$ cat src/pkg/lmp_pkg.sv
// Constants, types and carriers for the local memory strobe port
package lmp_pkg;
  localparam int          ADDR_W          = 16;
  localparam int          DATA_W          = 32;
  localparam int          FIFO_DEPTH      = 4;
  localparam logic [15:0] EXEC_RESET_ADDR = 16'h0000;
  localparam logic [15:0] EXEC_STEP       = 16'h0001;
  localparam int          CLK_PERIOD_NS   = 10;
  localparam int          QUARTER_NS      = 10;
  localparam int          QUARTER_CYCLES  = (QUARTER_NS + CLK_PERIOD_NS - 1) / CLK_PERIOD_NS;
  localparam logic [7:0]  QUARTER_LAST    = 8'(QUARTER_CYCLES - 1);
  localparam logic [1:0]  PHASE_Q1        = 2'h0;
  localparam logic [1:0]  PHASE_Q2        = 2'h1;
  localparam logic [1:0]  PHASE_Q3        = 2'h2;
  localparam logic [1:0]  PHASE_Q4        = 2'h3;
  localparam logic        STROBE_OFF      = 1'b1;
  localparam logic        SPACE_DATA      = 1'b1;

  typedef enum logic [0:0] {
    ST_IDLE   = 1'b0,
    ST_ACTIVE = 1'b1
  } seq_state_e;

  typedef struct packed {
    logic              write;
    logic              code_space;
    logic [ADDR_W-1:0] addr;
    logic [DATA_W-1:0] data;
  } mem_req_s;

  typedef struct packed {
    logic              split;
    logic              write;
    logic              code_space;
    logic [ADDR_W-1:0] addr;
    logic [DATA_W-1:0] data;
  } access_s;
endpackage : lmp_pkg

$ cat src/rtl/local_memory_port_strobes.sv
// Request FIFO and strobe sequencer for the local code/data memory port
`timescale 1ns/1ps

// ****************************************
// Request FIFO
// ****************************************
module lmp_req_fifo #(
  parameter int WIDTH = 50,
  parameter int DEPTH = 4
) (
  input  wire logic             clk,
  input  wire logic             srst,
  input  wire logic [WIDTH-1:0] in_data,
  input  wire logic             in_valid,
  output logic                  in_ready,
  output logic [WIDTH-1:0]      out_data,
  output logic                  out_valid,
  input  wire logic             out_ready
);
  localparam int PW = $clog2(DEPTH);
  localparam logic [PW:0] DEPTH_C = (PW+1)'(DEPTH);
  localparam logic [PW-1:0] LAST_C = PW'(DEPTH - 1);

  logic [WIDTH-1:0] store [DEPTH];
  logic [PW-1:0]    wr_ptr;
  logic [PW-1:0]    rd_ptr;
  logic [PW:0]      count;
  wire              push = in_valid && in_ready;
  wire              pop  = out_valid && out_ready;
  wire [PW:0]       next_count = count + (PW+1)'(push) - (PW+1)'(pop);

  assign out_data  = store[rd_ptr];
  assign out_valid = (count != '0);

  always_ff @(posedge clk) begin
    if (push) begin
      store[wr_ptr] <= in_data;
    end
  end

  always_ff @(posedge clk) begin
    if (srst) begin
      wr_ptr   <= '0;
      rd_ptr   <= '0;
      count    <= '0;
      in_ready <= 1'b1;
    end else begin
      if (push) begin
        wr_ptr <= (wr_ptr == LAST_C) ? '0 : wr_ptr + PW'(1);
      end
      if (pop) begin
        rd_ptr <= (rd_ptr == LAST_C) ? '0 : rd_ptr + PW'(1);
      end
      count    <= next_count;
      in_ready <= (next_count != DEPTH_C);
    end
  end
endmodule : lmp_req_fifo

// Notes on behaviour
// - Split bit low: space select line shows instruction or data word.
// - Split bit low: code memory enable held steady through an access sequence.
// - Output enable returns high at every access cycle edge during reads.
// - Write strobe returns high at every access cycle edge during writes.
// - Split bit high: space select is data chip enable, memory enable is code.
// - Split mode: both chip enables return high after every access cycle.
// - Split mode: data and code chip enables never low together.
// - Each access cycle runs as four quarter phases, first to fourth.
// - Back-to-back writes in consecutive cycles, code and data alike.
// - While reset is held both data buses float.
// - On reset release the sequencer restarts at address zero.
module local_memory_port_strobes (
  input  wire logic                    clk,
  input  wire logic                    srst,
  input  wire logic                    split_enable_config_bit,
  input  wire lmp_pkg::mem_req_s       req,
  input  wire logic                    req_valid,
  output logic                         req_ready,
  output logic [lmp_pkg::ADDR_W-1:0]   local_memory_address_bus,
  output logic [lmp_pkg::DATA_W-1:0]   local_memory_data_out,
  output logic                         local_memory_data_oe,
  input  wire logic [lmp_pkg::DATA_W-1:0] local_memory_data_in,
  output logic                         memory_output_enable_n,
  output logic                         memory_write_strobe_n,
  output logic                         space_select_line,
  output logic                         code_memory_enable_n,
  output logic [lmp_pkg::DATA_W-1:0]   host_data_out,
  output logic                         host_data_oe,
  output logic [lmp_pkg::ADDR_W-1:0]   exec_address
);
  import lmp_pkg::*;

  // ****************************************
  // Request buffering
  // ****************************************
  mem_req_s   head;
  logic       head_valid;
  logic       head_ready;

  lmp_req_fifo #(
    .WIDTH ($bits(mem_req_s)),
    .DEPTH (FIFO_DEPTH)
  ) u_fifo (
    .clk       (clk),
    .srst      (srst),
    .in_data   (req),
    .in_valid  (req_valid),
    .in_ready  (req_ready),
    .out_data  (head),
    .out_valid (head_valid),
    .out_ready (head_ready)
  );

  // ****************************************
  // Quarter phase divider
  // ****************************************
  logic [7:0] qcnt;
  wire        quarter_tick = (qcnt == QUARTER_LAST);

  always_ff @(posedge clk) begin
    if (srst) begin
      qcnt <= '0;
    end else begin
      qcnt <= quarter_tick ? '0 : qcnt + 8'h01;
    end
  end

  // ****************************************
  // Access sequencer
  // ****************************************
  seq_state_e state;
  logic [1:0] phase;
  access_s    cur;

  wire        at_boundary = (state == ST_IDLE) || (phase == PHASE_Q4);
  assign head_ready       = quarter_tick && at_boundary;
  wire        take        = head_ready && head_valid;

  wire access_s loaded = '{split: split_enable_config_bit, write: head.write,
                           code_space: head.code_space, addr: head.addr, data: head.data};

  // Back-to-back requests start at the next Q1 with no idle gap
  wire seq_state_e next_state =
    take ? ST_ACTIVE : ((quarter_tick && at_boundary) ? ST_IDLE : state);
  wire [1:0]  next_phase =
    take ? PHASE_Q1 : ((quarter_tick && state == ST_ACTIVE) ? phase + 2'h1 : phase);
  wire access_s next_cur = take ? loaded : cur;

  wire next_active = (next_state == ST_ACTIVE);
  // Strobes are low only in Q2 and Q3, so they rise at each cycle edge
  wire next_mid    = next_active && (next_phase == PHASE_Q2 || next_phase == PHASE_Q3);
  wire next_rd     = next_mid && !next_cur.write;
  wire next_wr     = next_mid && next_cur.write;
  wire next_split  = next_cur.split;

  // Split mode enables come from one space bit, so only one can be low
  wire next_dsel_n = !(next_mid && !next_cur.code_space);
  wire next_csel_n = !(next_mid && next_cur.code_space);

  wire next_space  = next_split ? next_dsel_n
                                : (next_active ? !next_cur.code_space : space_select_line);
  wire next_mce_n  = next_split ? next_csel_n : !next_active;

  // Data bus driven Q2..Q4 of writes only
  wire next_data_oe = next_active && next_cur.write && (next_phase != PHASE_Q1);

  wire capture     = quarter_tick && (state == ST_ACTIVE) && !cur.write && (phase == PHASE_Q3);

  always_ff @(posedge clk) begin
    if (srst) begin
      state <= ST_IDLE;
      phase <= PHASE_Q1;
      cur   <= '0;
    end else begin
      state <= next_state;
      phase <= next_phase;
      cur   <= next_cur;
    end
  end

  // ****************************************
  // Pin registers
  // ****************************************
  always_ff @(posedge clk) begin
    if (srst) begin
      local_memory_address_bus <= '0;
      local_memory_data_out    <= '0;
      local_memory_data_oe     <= 1'b0;
      memory_output_enable_n   <= STROBE_OFF;
      memory_write_strobe_n    <= STROBE_OFF;
      space_select_line        <= SPACE_DATA;
      code_memory_enable_n     <= STROBE_OFF;
    end else begin
      local_memory_address_bus <= next_cur.addr;
      local_memory_data_out    <= next_cur.data;
      local_memory_data_oe     <= next_data_oe;
      memory_output_enable_n   <= !next_rd;
      memory_write_strobe_n    <= !next_wr;
      space_select_line        <= next_space;
      code_memory_enable_n     <= next_mce_n;
    end
  end

  // ****************************************
  // Read return and instruction address
  // ****************************************
  always_ff @(posedge clk) begin
    if (srst) begin
      host_data_out <= '0;
      host_data_oe  <= 1'b0;
      exec_address  <= EXEC_RESET_ADDR;
    end else begin
      host_data_oe <= capture;
      if (capture) begin
        host_data_out <= local_memory_data_in;
      end
      if (capture && cur.code_space) begin
        exec_address <= cur.addr + EXEC_STEP;
      end
    end
  end
endmodule : local_memory_port_strobes

$ cat config.mk
export PLATFORM = sky130hd
export DESIGN_NAME = local_memory_port_strobes
export DESIGN_NICKNAME = d
export VERILOG_FILES = /design/src/pkg/lmp_pkg.sv /design/src/rtl/local_memory_port_strobes.sv
export SDC_FILE = /design/constraint.sdc
export NUM_CORES = 1
export LEC_CHECK = 0
export ABC_AREA = 1
export BUFFER_PORTS_ARGS = -buffer_cell sky130_fd_sc_hd__clkbuf_2
export CORE_AREA = 2 2 184 186
export CTS_BUF_LIST = sky130_fd_sc_hd__clkbuf_16
export CTS_CLUSTER_DIAMETER = 40
export CTS_CLUSTER_SIZE = 20
export DETAILED_ROUTE_END_ITERATION = 6
export DIE_AREA = 0 0 186 188
export SETUP_SLACK_MARGIN = 0.02
export SLEW_MARGIN = 20
export SYNTH_ARGS = -nofsm -noshare
export SYNTH_HDL_FRONTEND = slang
export SYNTH_SLANG_ARGS = --single-unit
$ cat constraint.sdc
create_clock -name clk -period 4.02 [get_ports clk]
set_input_delay 0.201 -clock clk [delete_from_list [all_inputs] [get_ports clk]]
set_output_delay 0.201 -clock clk [all_outputs]
set_load 0.05 [all_outputs]
Word level (Yosys, flattened, before mapping)
Memory sizes are Yosys's and may differ from the RTL's. A register that Yosys moved wholly into a read port is not among the register bits.
Index checks and enable logic that the tools add are counted.
Storage, ports and cells
  flip-flop bits (word level): 124
  RAM bits: 200
  input port bits: 86
  output and inout bits: 103
  memories kept: 1
Memories
  u_fifo.store: words 4, width 50, read ports 1, clocked after memory_dff 1, wr ports 1, RTL line local_memory_port_strobes.sv:24  | logic [WIDTH-1:0] store [DEPTH];
Cells by class
  add/sub/neg operators: 7
  eq/ne operators: 7
  mux-type cells: 14
  bitwise logic cells: 1
  reductions and logical operators: 29
Operator list (count)
  $mux 51: 1
  $add 16x1->16 const B: 1
  $logic_and 1x1->1: 14
  $mux 2: 6
  $eq 2x2->1 const B: 5
  $add 8x1->8 const B: 1
  $logic_not 1->1: 8
  $logic_not 8->1: 1
  $mux 1: 7
  $add 2x1->2 const B: 3
  $reduce_bool 2->1: 2
  $add 3x1->3: 1
  $ne 3x3->1 const B: 1
  $reduce_bool 3->1: 1
  $sub 3x1->3: 1
  $eq 2x1->1 const B: 1
  $logic_or 1x1->1: 2
  $reduce_or 2->1: 1
  $not 1->1: 1

Longest topological paths before layout
Gate-level depths: netlist (run 1).
  word-level depth: 11
  gate-level depth with buffers: 14

Cells and area by module
From an unflattened synthesis (run 1), not the netlist that was laid out.
Unflattened totals
  cells, all modules: 1185
  area total of the unflattened synthesis: 12861.1 um2
Modules (own cells, without submodules)
  lmp_req_fifo: times used 1, cells an instance 551, area an instance 7947.6 um2, sequential area each 6206.0 um2
  local_memory_port_strobes: times used 1, cells an instance 634, area an instance 4913.5 um2, sequential area each 2322.2 um2

Worst setup path before layout (run 1)
Ideal clock, no wire load.
  path type: register to register
  start: register u_fifo.in_ready
  end: memory u_fifo.store[0][0], enable pin
  library setup time: 458 ps
  arrival: 3041 ps
  required time: 3562 ps
  slack: 521 ps
  cell stages (with the launch flop): 3
  period minus slack after synthesis: 3499 ps
  cells stage by stage: dfxtp_1 nand2_1 nor2_1
Between the ends
  longest elaborated chain between the ends: 3
Ends and longest elaborated chain
  start, declared: RTL line local_memory_port_strobes.sv:15  | output logic in_ready,
  start signal, assigned: RTL line local_memory_port_strobes.sv:55  | in_ready <= (next_count != DEPTH_C);
  $logic_and 1x1->1: RTL line local_memory_port_strobes.sv:28  | wire push = in_valid && in_ready;
  $mux 1: RTL line local_memory_port_strobes.sv:36  | if (push) begin
  $mux 1 (not written as such): RTL line local_memory_port_strobes.sv:37  | store[wr_ptr] <= in_data;
  end, declared: RTL line local_memory_port_strobes.sv:24
No other way between the ends.

Worst setup path after layout (run 1)
  start: register qcnt[0]
  end: register code_memory_enable_n
Between the ends
  longest elaborated chain between the ends: 10
Ends and longest elaborated chain
  start, declared: RTL line local_memory_port_strobes.sv:117  | logic [7:0] qcnt;
  start signal, assigned: RTL line local_memory_port_strobes.sv:124  | qcnt <= quarter_tick ? '0 : qcnt + 8'h01;
  $logic_not 8->1 *: RTL line local_memory_port_strobes.sv:118  | wire quarter_tick = (qcnt == QUARTER_LAST);
  $logic_and 1x1->1 (on tied branches): RTL line local_memory_port_strobes.sv:146, local_memory_port_strobes.sv:136, local_memory_port_strobes.sv:144
  $mux 2 or $logic_and 1x1->1 (tied branches): RTL line local_memory_port_strobes.sv:146, local_memory_port_strobes.sv:137
  $mux 2: RTL line local_memory_port_strobes.sv:146  | take ? PHASE_Q1 : ((quarter_tick && state == ST_ACTIVE) ? phase + 2'h1 : phase);
  $eq 2x1->1 or $eq 2x2->1 (tied branches): RTL line local_memory_port_strobes.sv:151  | wire next_mid = next_active && (next_phase == PHASE_Q2 || next_phase == PHASE_Q3);
  $logic_or 1x1->1: RTL line local_memory_port_strobes.sv:151
  $logic_and 1x1->1: RTL line local_memory_port_strobes.sv:151
  $logic_and 1x1->1: RTL line local_memory_port_strobes.sv:158  | wire next_csel_n = !(next_mid && next_cur.code_space);
  $logic_not 1->1: RTL line local_memory_port_strobes.sv:158
  $mux 1 *: RTL line local_memory_port_strobes.sv:162  | wire next_mce_n = next_split ? next_csel_n : !next_active;
  end signal, assigned: RTL line local_memory_port_strobes.sv:200  | code_memory_enable_n <= next_mce_n;
  end, declared: RTL line local_memory_port_strobes.sv:86  | output logic code_memory_enable_n,
Every way passes the cells marked *; elsewhere a longest branch is shown, timed or not. The select of a mux whose other input is x is not followed.
A chain may end at the register's enable or synchronous reset.

==> results of run 1 <==
==> critical path, stage by stage, from the launching register on <==
cell,delay [ps]
dfxtp_1,370
inv_1,60
ha_1,210
nand3_2,90
nor2_4,60
nand3_4,60
buf_4,600
o211ai_1,250
ha_1,400
nand2_1,70
o21bai_1,140
nand2_1,60
==> power by group through the flow <==
stage	registers, uW	clock network (uW)	logic (uW)
final	4320	3530	3900
after global routing	4380	3760	4310
after CTS	4320	3620	3960
after detailed placement	4390	0	3890
after global placement	4380	0	3850
after floorplan	4420	0	3240
==> synth_stat cells, drive strengths merged <==
| master | instances |
|---|---|
| edfxtp | 200 |
| nand2 | 183 |
| nor2 | 162 |
| dfxtp | 126 |
| o21ai | 116 |
| a21oi | 91 |
| buf | 85 |
| inv | 71 |
| nand3 | 58 |
| o22ai | 48 |
| clkbuf | 29 |
| ha | 13 |
| xor2 | 10 |
| nor3 | 9 |
| nand4 | 7 |
| nor3b | 2 |
| nor4 | 2 |
| xnor2 | 2 |
| a211oi | 1 |
| a31oi | 1 |
| fa | 1 |
| o211a | 1 |
| o211ai | 1 |
| o21bai | 1 |
| or2 | 1 |
==> routing by layer <==
metal  global-route usage [%]  part of all wire, %  up-vias
li1                         -                    -     4589
met4                     3.79                  1.3        2
met2                     29.9                   48      253
met5                        0                0.036        -
met3                     3.71                  6.2       40
met1                     21.6                   44     4260
==> layout make-up <==
cell class	count	area, sq um
fill	3012	17000
sequential	326	8530
multi-input combinational	710	3540
timing repair buffer	282	1860
clock buffer	43	1080
tap	448	561
inverter	71	267
clock inverter	33	262
antenna	2	5.00
==> final timing paths <==
path              cells after the start                    to
hold reg to reg                       2     host_data_out[12]
setup reg to reg                     11  code_memory_enable_n
setup / recovery                     11  code_memory_enable_n
hold / removal                        3     host_data_out[16]
==> per-stage QoR <==
| stage | hold slack (ps) | total power (uW) | utilization (%) |
|---|---|---|---|
| after floorplan | 300 | 7660 | - |
| after global placement | 423 | 8230 | 42.2 |
| after detailed placement | 423 | 8280 | 42.2 |
| after CTS | 0.310 | 11900 | 48.6 |
| after global routing | 0.284 | 12500 | 48.6 |
| final | 20.5 | 11800 | 48.6 |
==> cells by family (layout without fill, tap and decap cells) <==
| family | after synthesis | in the layout |
|---|---|---|
| buf+inv | 185 | 429 |
| simple gates | 424 | 424 |
| compound gates | 260 | 260 |
| flops | 326 | 326 |
| xor+xnor | 12 | 12 |
| fa+ha+maj | 14 | 14 |
| other cells | 0 | 2 |
==> flip-flops by register name, summed over array words and instances (netlist names), 3 cells and up, named ones only <==
name	count
u_fifo.store	200
host_data_out	32
local_memory_data_out	32
exec_address	16
local_memory_address_bus	16
qcnt	8
cur	3
u_fifo.count	3
==> metrics.md, run 1 <==
| Metric | Value |
|---|---|
| Non-Filler Instances | around 1900 |
| CP required | between 4000 and 5000 ps |
| Antenna violations before repair | 3 |
| Reg clk slew, reported paths | about 50 ps |
| CTS sink count | 326 |
| MaxCap Viol Count | 0 |
| Post-CTS Setup Inserts | 0 |
| Comb pwr share | approximately a third |
| Design area | roughly 16000 sq um |
| Placed cells | about 1800 |
| Synthesized cell area | approximately 13000 sq um |
| Average wire per standard cell | 15.9 microns |
| Die area | between 30000 and 40000 sq um |
| Setup TNS | 0 ps |
| GRT Util Overall | 17.1% |
| Skew final | 23.2 ps |
| Final hold vios | 0 |
| Seq/Total Area, Yosys | around two thirds |
| Layout Nets | roughly 1500 |
| Chip height | ~190 microns |
| Root Driver | clkbuf_16 |
| Final setup viols | 0 |
| Core area | 33100 sq um |
| CP arrival | just under 3000 ps |
| Worst-margin pin slew | around 1100 ps |
| Clock share of power | a little under a third |
| Relative slew slack | between 20% and 30% |
| Cell taking the most area after synthesis | edfxtp_1 |
| Clock buffer depth | 3 |
| Cts repair resizes | 0 |
| CP Max Fanout | 70 |
| Total gr overflow | 0 |
| Die Wd | around 190 microns |
| Syn_area_per_cell | 10.7 sq um |
| Worst skew pair latency | about 520 ps |
| P per Cell Area | roughly 730 nW/um^2 |
| XOR/XNOR share of the synthesized area | less than 1% |
| Most common cell after layout, fill and taps aside | edfxtp_1 |
| Vias per cell | ~4.8 |
| Synth top area cells | edfxtp_1, dfxtp_1, nand2_1 |
| WS Path Type | reg -> reg |
| Synth Warn # | 0 |
| Pin count of the biggest net entering global routing | ~100 |
| Port buffer count | between 150 and 200 |
| Layout cells sized above 1 | between 20% and 30% |
| P_int | between 7000 and 8000 uW |
| Reg-to-reg critical path startpoint | qcnt[0] |
| DP HPWL | 18100 microns |
| Fin crit period | 2490 ps |
| PnR worst setup slack | approximately 1500 ps |
| Initial core utilization | approximately two fifths |
| DRT iter0 DRCs | ~430 |
| Post-synthesis mux area share | 0% |
| Sequential Power Share | a little under two fifths |
| First-pass GRT wire length | around 47000 microns |
| Num CTS Buffers | 41 |
| Vias after detailed routing | 9144 |
| Leak | between 0.006 and 0.007 uW |
| Slew Limit Fails | 0 |
| R2r setup slk | 1530 ps |
| Switching share of power | between 30% and 40% |
| Cell Area, Placed | ~14000 sq um |
| Min-Delay Path Class | in -> reg |
| Dpl ws | between 1500 and 2000 ps |
| Max IR drop VDD | around 0.46 mV |
| First drt pass iteration count | 7 |
| Vias in the first global route | ~9000 |
| Nature of the critical path endpoint | register |
| Row cnt | 67 |
| Startpoint types | register |
| CTS tree | yes |
| Area growth syn-to-layout | 23.3% |
| I/O pin cnt | 189 |
| RSZ-0062 raised after global routing | false |
| Post-synthesis adder-cell area fraction | around 1.4% |
| # H-tree levels | 2 |
| Largest family of logic cells by synthesized area | simple AND/OR/NAND/NOR gates |
| Final period util | roughly 62% |
| Routed WL | 30400 microns |
| CTS Hold Bufs | 80 |
| Sw Pwr | between 4000 and 5000 uW |
| HP Start | local_memory_data_in[16] |
| DRC errors left | 0 |
| Top cell type's share of synthesized area | 46.0% |
| Peak Freq | 402 MHz |
| Post-DRT Antenna Nets | 0 |
| Synth Instances | between 1000 and 1500 |
| Compound-Gate Fraction of Synth Area | between 10% and 20% |
| Most frequent cells in the layout | edfxtp_1, clkbuf_2, nand2_1 |
| #FFs+latches synth | approximately 330 |
| Crit path from | qcnt[0] |
| Outcome | finished, final reports clean |
| GPL Wtd Cong | roughly 0.8 |
| Post-Synth Simple-Gate Area | ~14% |
| Syn_nets | 1321 |
| Synth cell types | 42 |
(Power assumes the default switching activity.)
==> run 2: changes to the inputs <==
==> constraint.sdc (replaced) <==
create_clock -name clk -period 2 [get_ports clk]
set_input_delay 0.1 -clock clk [delete_from_list [all_inputs] [get_ports clk]]
set_output_delay 0.1 -clock clk [all_outputs]
set_load 0.05 [all_outputs]
==> metrics.md, run 2 (synthesis gave the netlist of run 1 again) <==
| Metric | Value |
|---|---|
| Max IR drop VDD | 1.14 mV (was 0.456 mV) |
| Vias in the first global route | 9045 (was 8954) |
| Setup TNS | -25.9 ps (was 0 ps) |
| Comb pwr share | 35.4% (was 33.2%) |
| Routed WL | 31500 microns (was 30400 microns) |
| Leak | 0.00652 uW (was 0.00625 uW) |
| Switching share of power | 39.2% (about the same) |
| Root Driver | clkbuf_16 (unchanged) |
| DRC errors left | 0 (unchanged) |
| Biggest regs | u_fifo.store: 200 flops, host_data_out: 32 flops, local_memory_data_out: 32 flops (unchanged) |
| First-pass GRT wire length | 47500 microns (was 47400 microns) |
| Vias per cell | 4.80 (was 4.77) |
| Average wire per standard cell | 16.1 microns (was 15.9 microns) |
| Worst hold slack | 55.9 ps (was 20.5 ps) |
| Reg-to-reg critical path startpoint | phase[0] (was qcnt[0]) |
| Final setup viols | 1 (was 0) |
| Antenna violations before repair | 3 (unchanged) |
| Layout Nets | 1576 (was 1532) |
| DP HPWL | 18800 microns (was 18100 microns) |
| MaxCap Viol Count | 0 (unchanged) |
| Crit path from | phase[0] (was qcnt[0]) |
| Reg clk slew, reported paths | 50 ps (about the same) |
| Placed cells | 1791 (was 1757) |
| Port buffer count | 188 (unchanged) |
| Vias after detailed routing | 9411 (was 9144) |
| Min-Delay Path Class | in -> reg (unchanged) |
| Worst skew pair latency | 530 ps (was 520 ps) |
| P per Cell Area | 1480 nW/um^2 (was 730 nW/um^2) |
| Power Total | 24600 uW (was 11800 uW) |
| Fin crit period | 2030 ps (was 2490 ps) |
| Startpoint types | register (unchanged) |
| Clock share of power | 29.2% (was 30.1%) |
| Die Wd | 186 microns (unchanged) |
| CP arrival | 2430 ps (was 2890 ps) |
| Outcome | complete, but fails checks (was finished, final reports clean) |
| GRT Util Overall | 17.3% (was 17.1%) |
| Relative slew slack | 55.0% (was 26.9%) |
| Sw Pwr | 9670 uW (was 4600 uW) |
| I/O pin cnt | 189 (unchanged) |
| Dpl ws | -92.2 ps (was 1500 ps) |
| Non-Filler Instances | 1960 (was 1915) |
| Core area | 33100 sq um (unchanged) |
| Die area | 35000 sq um (unchanged) |
| Num CTS Buffers | 42 (was 41) |
| # H-tree levels | 2 (unchanged) |
| Most frequent cells in the layout | edfxtp_1, clkbuf_2, nand2_1 (unchanged) |
| Largest register FFs | 200 (unchanged) |
| Total gr overflow | 0 (unchanged) |
| Final period util | 101% (was 61.8%) |
| Most common cell after layout, fill and taps aside | edfxtp_1 (unchanged) |
| Sequential Power Share | 35.4% (was 36.7%) |
| CTS tree | yes (unchanged) |
| RSZ-0062 raised after global routing | true (was false) |
| HP Start | split_enable_config_bit (was local_memory_data_in[16]) |
| WS Path Type | reg -> reg (unchanged) |
| Area growth syn-to-layout | 27.4% (was 23.3%) |
| Final hold vios | 0 (unchanged) |
| P_int | 15000 uW (was 7150 uW) |
| Layout cells sized above 1 | 24.2% (was 20.4%) |
| Slew Limit Fails | 0 (unchanged) |
| First drt pass iteration count | 5 (was 7) |
| Chip height | 188 microns (unchanged) |
| Final-layout fill cell count | 3028 (was 3012) |
| Skew final | 23.2 ps (about the same) |
| Worst-margin pin slew | 675 ps (was 1090 ps) |
| Pin count of the biggest net entering global routing | 69 (was 101) |
| Largest register by flop count | u_fifo.store (unchanged) |
| Nature of the critical path endpoint | register (unchanged) |
| Post-DRT Antenna Nets | 0 (unchanged) |
| Row cnt | 67 (unchanged) |
| Initial core utilization | 39.4% (unchanged) |
| GPL Wtd Cong | 0.794 (about the same) |
| Peak Freq | 494 MHz (was 402 MHz) |
| Clock buffer depth | 3 (unchanged) |
| CTS sink count | 326 (unchanged) |
| PnR worst setup slack | -25.9 ps (was 1530 ps) |
| Failing checks | setup timing |
| CP Max Fanout | 2 (was 70) |
| CP required | 2400 ps (was 4420 ps) |
| DRT iter0 DRCs | 548 (was 434) |
## run 2: metrics by stage
step	cell area, sq um	util [%]
4_1_cts	16600	50.1
3_5_place_dp	14300	43.3
5_1_grt	16600	50.3
3_3_place_gp	14300	43.3
6_report	16600	50.3
2_1_floorplan	13100	-
## run 2: path summary, 6_finish.rpt
check             cells past startpoint  slack, ps                to
setup / recovery                     12        -30   u_fifo.in_ready
hold / removal                        5         60           cur[50]
setup reg to reg                     12        -30   u_fifo.in_ready
hold reg to reg                       2        460  host_data_out[0]
## run 2: repair_timing
item / in CTS / in global routing
setup buffers: 5 / 0
resized for setup: 8 / 2
cloned: 0 / 1
hold buffers: 83 / 0
pin swaps: 9 / 2
endpoints found under the hold margin: 235 / 0
setup endpoints to repair: 2 / 7
## run 2: power groups by stage
stage / Combinational, uW / Clock, uW / Sequential [uW]
2_1_floorplan: 6610 / 0 / 8880
3_3_place_gp: 8330 / 0 / 8830
3_5_place_dp: 8410 / 0 / 8860
4_1_cts: 8690 / 7360 / 8730
5_1_grt: 9570 / 7660 / 8830
6_report: 8730 / 7190 / 8710
## run 2: per-layer routing
metal  GRT usage, %  share of wire (%)
met1           22.4                 45
met2           29.5                 48
met3           3.61                5.9
met4           4.06                1.7
met5              0              0.041
## run 2: final cells by class
cell class	count	area [sq um]	area share [%]
clock inverters	36	314	1.89
multi-input cells	710	3620	21.8
well taps	448	561	3.37
inverters	71	269	1.62
diodes	2	5.00	0.0301
repair buffers	325	2280	13.7
clock buffers	42	1050	6.32
flip-flops and latches	326	8540	51.3
## run 2: critical path: stages, from the launching register on
cell	delay, ps
dfxtp_2	330
ha_4	160
nor2_4	110
inv_2	60
nand3_4	80
inv_4	40
ha_4	250
inv_2	40
ha_4	140
fa_2	350
xnor2_2	150
nor2_1	120
nand3_1	80
==> run 3: changes to the inputs <==
--- a/config.mk
+++ b/config.mk
@@ -7,14 +7,15 @@
 export LEC_CHECK = 0
 export ABC_AREA = 1
 export BUFFER_PORTS_ARGS = -buffer_cell sky130_fd_sc_hd__clkbuf_2
-export CORE_AREA = 2 2 184 186
+export CORE_AREA = 2 2 183 185
 export CTS_BUF_LIST = sky130_fd_sc_hd__clkbuf_16
 export CTS_CLUSTER_DIAMETER = 40
 export CTS_CLUSTER_SIZE = 20
 export DETAILED_ROUTE_END_ITERATION = 6
-export DIE_AREA = 0 0 186 188
+export DIE_AREA = 0 0 185 187
 export SETUP_SLACK_MARGIN = 0.02
 export SLEW_MARGIN = 20
 export SYNTH_ARGS = -nofsm -noshare
 export SYNTH_HDL_FRONTEND = slang
+export SYNTH_HIERARCHICAL = 1
 export SYNTH_SLANG_ARGS = --single-unit
==> metrics.md, run 3 <==
| Metric | Value |
|---|---|
| Outcome | complete, but fails checks (unchanged) |
| Failing checks | setup timing (unchanged) |
| Worst-margin pin slew | 540 ps (was 675 ps) |
| Most numerous cell in the Yosys netlist | nor2_1 (was edfxtp_1) |
| WS Path Type | reg -> reg (unchanged) |
| Post-synthesis mux area share | 0% (unchanged) |
| Top cell type's share of synthesized area | 46.7% (was 46.0%) |
| Worst path top cell family by delay | adder cells (unchanged) |
| Average wire per standard cell | 15.6 microns (was 16.1 microns) |
| Most frequent cells in the layout | edfxtp_1, nor2_1, clkbuf_2 (was edfxtp_1, clkbuf_2, nand2_1) |
| Synthesized cell area | 12900 sq um (was 13100 sq um) |
| DP HPWL | 18800 microns (about the same) |
| Die Wd | 185 microns (was 186 microns) |
| R2r setup slk | -200 ps (was -30 ps) |
| I/O pin cnt | 189 (unchanged) |
| Synth cell types | 39 (was 42) |
| Peak Freq | 454 MHz (was 494 MHz) |
| Largest register by flop count | u_fifo/store (was u_fifo.store) |
| Sequential Power Share | 36.0% (was 35.4%) |
| Slew Limit Fails | 0 (unchanged) |
| CP required | 2420 ps (was 2400 ps) |
| Clock share of power | 30.0% (was 29.2%) |
| CTS tree | yes (unchanged) |
| Cell taking the most area after synthesis | edfxtp_1 (unchanged) |
| PnR worst setup slack | -202 ps (was -25.9 ps) |
| Row cnt | 67 (unchanged) |
| Root Driver | clkbuf_16 (unchanged) |
| CP arrival | 2620 ps (was 2430 ps) |
| GPL Wtd Cong | 0.762 (was 0.794) |
| Total gr overflow | 0 (unchanged) |
| P per Cell Area | 1500 nW/um^2 (was 1480 nW/um^2) |
| Port buffer count | 188 (unchanged) |
| Layout cells sized above 1 | 25.0% (was 24.2%) |
| Vias in the first global route | 9075 (was 9045) |
| Clock buffer depth | 3 (unchanged) |
| Max incr delay on CP | 450 ps (was 350 ps) |
| Num CTS Buffers | 44 (was 42) |
| Post-Synth Simple-Gate Area | 12.0% (was 14.1%) |
| Comb pwr share | 34.0% (was 35.4%) |
| Synth Instances | 1185 (was 1221) |
| Antenna violations before repair | 2 (was 3) |
| Most frequent CP cell | ha_2 (was ha_4) |
| Biggest regs | u_fifo/store: 200 flops, host_data_out: 32 flops, local_memory_data_out: 32 flops (was u_fifo.store: 200 flops, host_data_out: 32 flops, local_memory_data_out: 32 flops) |
| Placed cells | 1761 (was 1791) |
| Skew final | 8.57 ps (was 23.2 ps) |
| Core area | 32900 sq um (was 33100 sq um) |
| Vias after detailed routing | 9298 (was 9411) |
| First drt pass iteration count | 4 (was 5) |
| Slowest CP cell | fa_2 (unchanged) |
| XOR/XNOR share of the synthesized area | 0.885% (was 0.805%) |
| Cell Area, Placed | 14200 sq um (was 14300 sq um) |
| Post-synthesis adder-cell area fraction | 1.42% (was 1.40%) |
| WP buf/inv | 2 (was 3) |
| Leak | 0.00658 uW (was 0.00652 uW) |
| P_int | 15500 uW (was 15000 uW) |
| Chip height | 187 microns (was 188 microns) |
| MaxCap Viol Count | 0 (unchanged) |
| Syn_nets | 1285 (was 1321) |
| Max IR drop VDD | 1.00 mV (was 1.14 mV) |
| Most common cell after layout, fill and taps aside | edfxtp_1 (unchanged) |
| FFs w/ async S/R, synth | 0% (unchanged) |
| Initial core utilization | 39.1% (was 39.4%) |
| Pin count of the biggest net entering global routing | 53 (was 69) |
| Final Util | 50.8% (was 50.3%) |
| Routed WL | 30300 microns (was 31500 microns) |
| Final hold vios | 0 (unchanged) |
| # H-tree levels | 2 (unchanged) |
| Top FF cell, synth | edfxtp_1 (unchanged) |
| Synth top area cells | edfxtp_1, dfxtp_1, nor2_1 (was edfxtp_1, dfxtp_1, nand2_1) |
| Final setup viols | 7 (was 1) |
| Post-DRT Antenna Nets | 0 (unchanged) |
| Largest family of logic cells by synthesized area | simple AND/OR/NAND/NOR gates (unchanged) |
| GRT Util Overall | 17.2% (was 17.3%) |
| Design area | 16700 sq um (was 16600 sq um) |
| Seq/Total Area, Yosys | 66.3% (was 65.3%) |
| Largest register FFs | 200 (unchanged) |
| Nature of the critical path endpoint | register (unchanged) |
| DRT iter0 DRCs | 394 (was 548) |
| Power Total | 25000 uW (was 24600 uW) |
| #FFs+latches synth | 326 (unchanged) |
| Startpoint types | register (unchanged) |
| First-pass GRT wire length | 47400 microns (was 47500 microns) |
| DRC errors left | 0 (unchanged) |
| Vias per cell | 4.78 (was 4.80) |
| Switching share of power | 37.9% (was 39.2%) |
| Fin crit period | 2200 ps (was 2030 ps) |
| Final period util | 110% (was 101%) |
| Compound-Gate Fraction of Synth Area | 11.9% (was 10.6%) |
| Syn_area_per_cell | 10.9 sq um (was 10.7 sq um) |
| Post-synth EDFFs | 200 (unchanged) |
| Min-Delay Path Class | in -> reg (unchanged) |
| Layout Nets | 1559 (was 1576) |
| Crit path cell chain | ha_2, or2_4, nand2_4, inv_2, a21boi_2, ha_1, inv_1, ha_2, fa_2, nor2_2, nand3_1 (was ha_4, nor2_4, inv_2, nand3_4, inv_4, ha_4, inv_2, ha_4, fa_2, xnor2_2, nor2_1, nand3_1) |
| CTS sink count | 326 (unchanged) |
| RSZ-0062 raised after global routing | true (unchanged) |
| Synth Warn # | 6 (was 0) |
| Die area | 34600 sq um (was 35000 sq um) |
| Non-Filler Instances | 1945 (was 1960) |
| Sw Pwr | 9470 uW (was 9670 uW) |
| CP Max Fanout | 2 (unchanged) |
| Area growth syn-to-layout | 29.9% (was 27.4%) |
| Reg clk slew, reported paths | 50 ps (about the same) |
| Relative slew slack | 63.8% (was 55.0%) |
| Worst skew pair latency | 540 ps (was 530 ps) |
| Post-synth top cells | nor2_1, edfxtp_1, nand2_1 (was edfxtp_1, nand2_1, nor2_1) |
run 3: cell types whose count changed after synthesis, sizes merged, moves of 2 or more:
cell,previous run,this run
o21a,0,5
nor3,9,7
nand3,58,18
a21oi,91,70
xor2,10,12
nor2,162,205
clkbuf,29,15
inv,71,64
nor4,2,0
buf,85,93
nand2,183,132
o22ai,48,50
o21ai,116,155
run 3: logic make-up after synthesis:
| family | count (synthesis) |
|---|---|
| adders and majority gates | 14 |
| DFF | 326 |
| buffers and inverters | 172 |
| AOI/OAI and AO/OA | 286 |
| and+or+nand+nor | 374 |
| xor gates and xnor gates | 13 |
run 3: metrics by stage:
step | hold WS, ps | TNS (ps) | setup slack [ps]
2_1_floorplan | 169 | -275 | -151
5_1_grt | 124 | -1580 | -281
3_5_place_dp | 320 | -450 | -190
3_3_place_gp | 320 | -291 | -146
6_report | 84.0 | -893 | -202
4_1_cts | 90.1 | -715 | -180
run 3: path summary, 6_finish.rpt:
check	startpoint	depth (start not counted)	end
setup reg to reg	phase[0]	11	u_fifo/in_ready
hold / removal	srst	4	qcnt[0]
setup / recovery	phase[0]	11	u_fifo/in_ready
hold reg to reg	exec_address[0]	2	exec_address[0]
run 3: what timing repair did:
action | in CTS | in global routing
setup buffers | 16 | 4
endpoints found under the hold margin | 236 | 0
pin swaps | 1 | 13
setup endpoints to repair | 4 | 17
gates resized for setup | 5 | 19
hold buffers | 84 | 0
run 3: layout make-up:
type	instances	area [sq um]
Inverter	64	250
Fill cell	2986	16200
Clock inverter	37	310
Sequential cell	326	8540
Multi-Input combinational cell	687	3470
Tap cell	448	561
Antenna cell	2	5.00
Timing Repair Buffer	336	2440
Clock buffer	45	1130
run 3: layer usage:
metal  wire length, microns  share of wire (%)  up-vias  track usage (%)
met3                   1910                6.3       52             3.62
met4                    607                2.0        0             5.10
met1                  13300                 44     4385             21.5
li1                       -                  -     4603                -
met5                      0                  0        -                0
met2                  14500                 48      258             29.8
run 3: power by group through the flow:
| stage | Combinational, uW | Clock (uW) | Sequential, uW |
|---|---|---|---|
| 6_report | 8500 | 7490 | 8990 |
| 3_5_place_dp | 8080 | 0 | 9110 |
| 5_1_grt | 9310 | 7940 | 9110 |
| 2_1_floorplan | 6180 | 0 | 9270 |
| 4_1_cts | 8450 | 7660 | 8990 |
| 3_3_place_gp | 8000 | 0 | 9080 |
run 3: tightest hold or removal path: cells and delay by family:
| family | cells | cell delay [ps] |
|---|---|---|
| compound gates | 1 | 190 |
| buf+inv | 2 | 170 |
| simple gates | 1 | 120 |
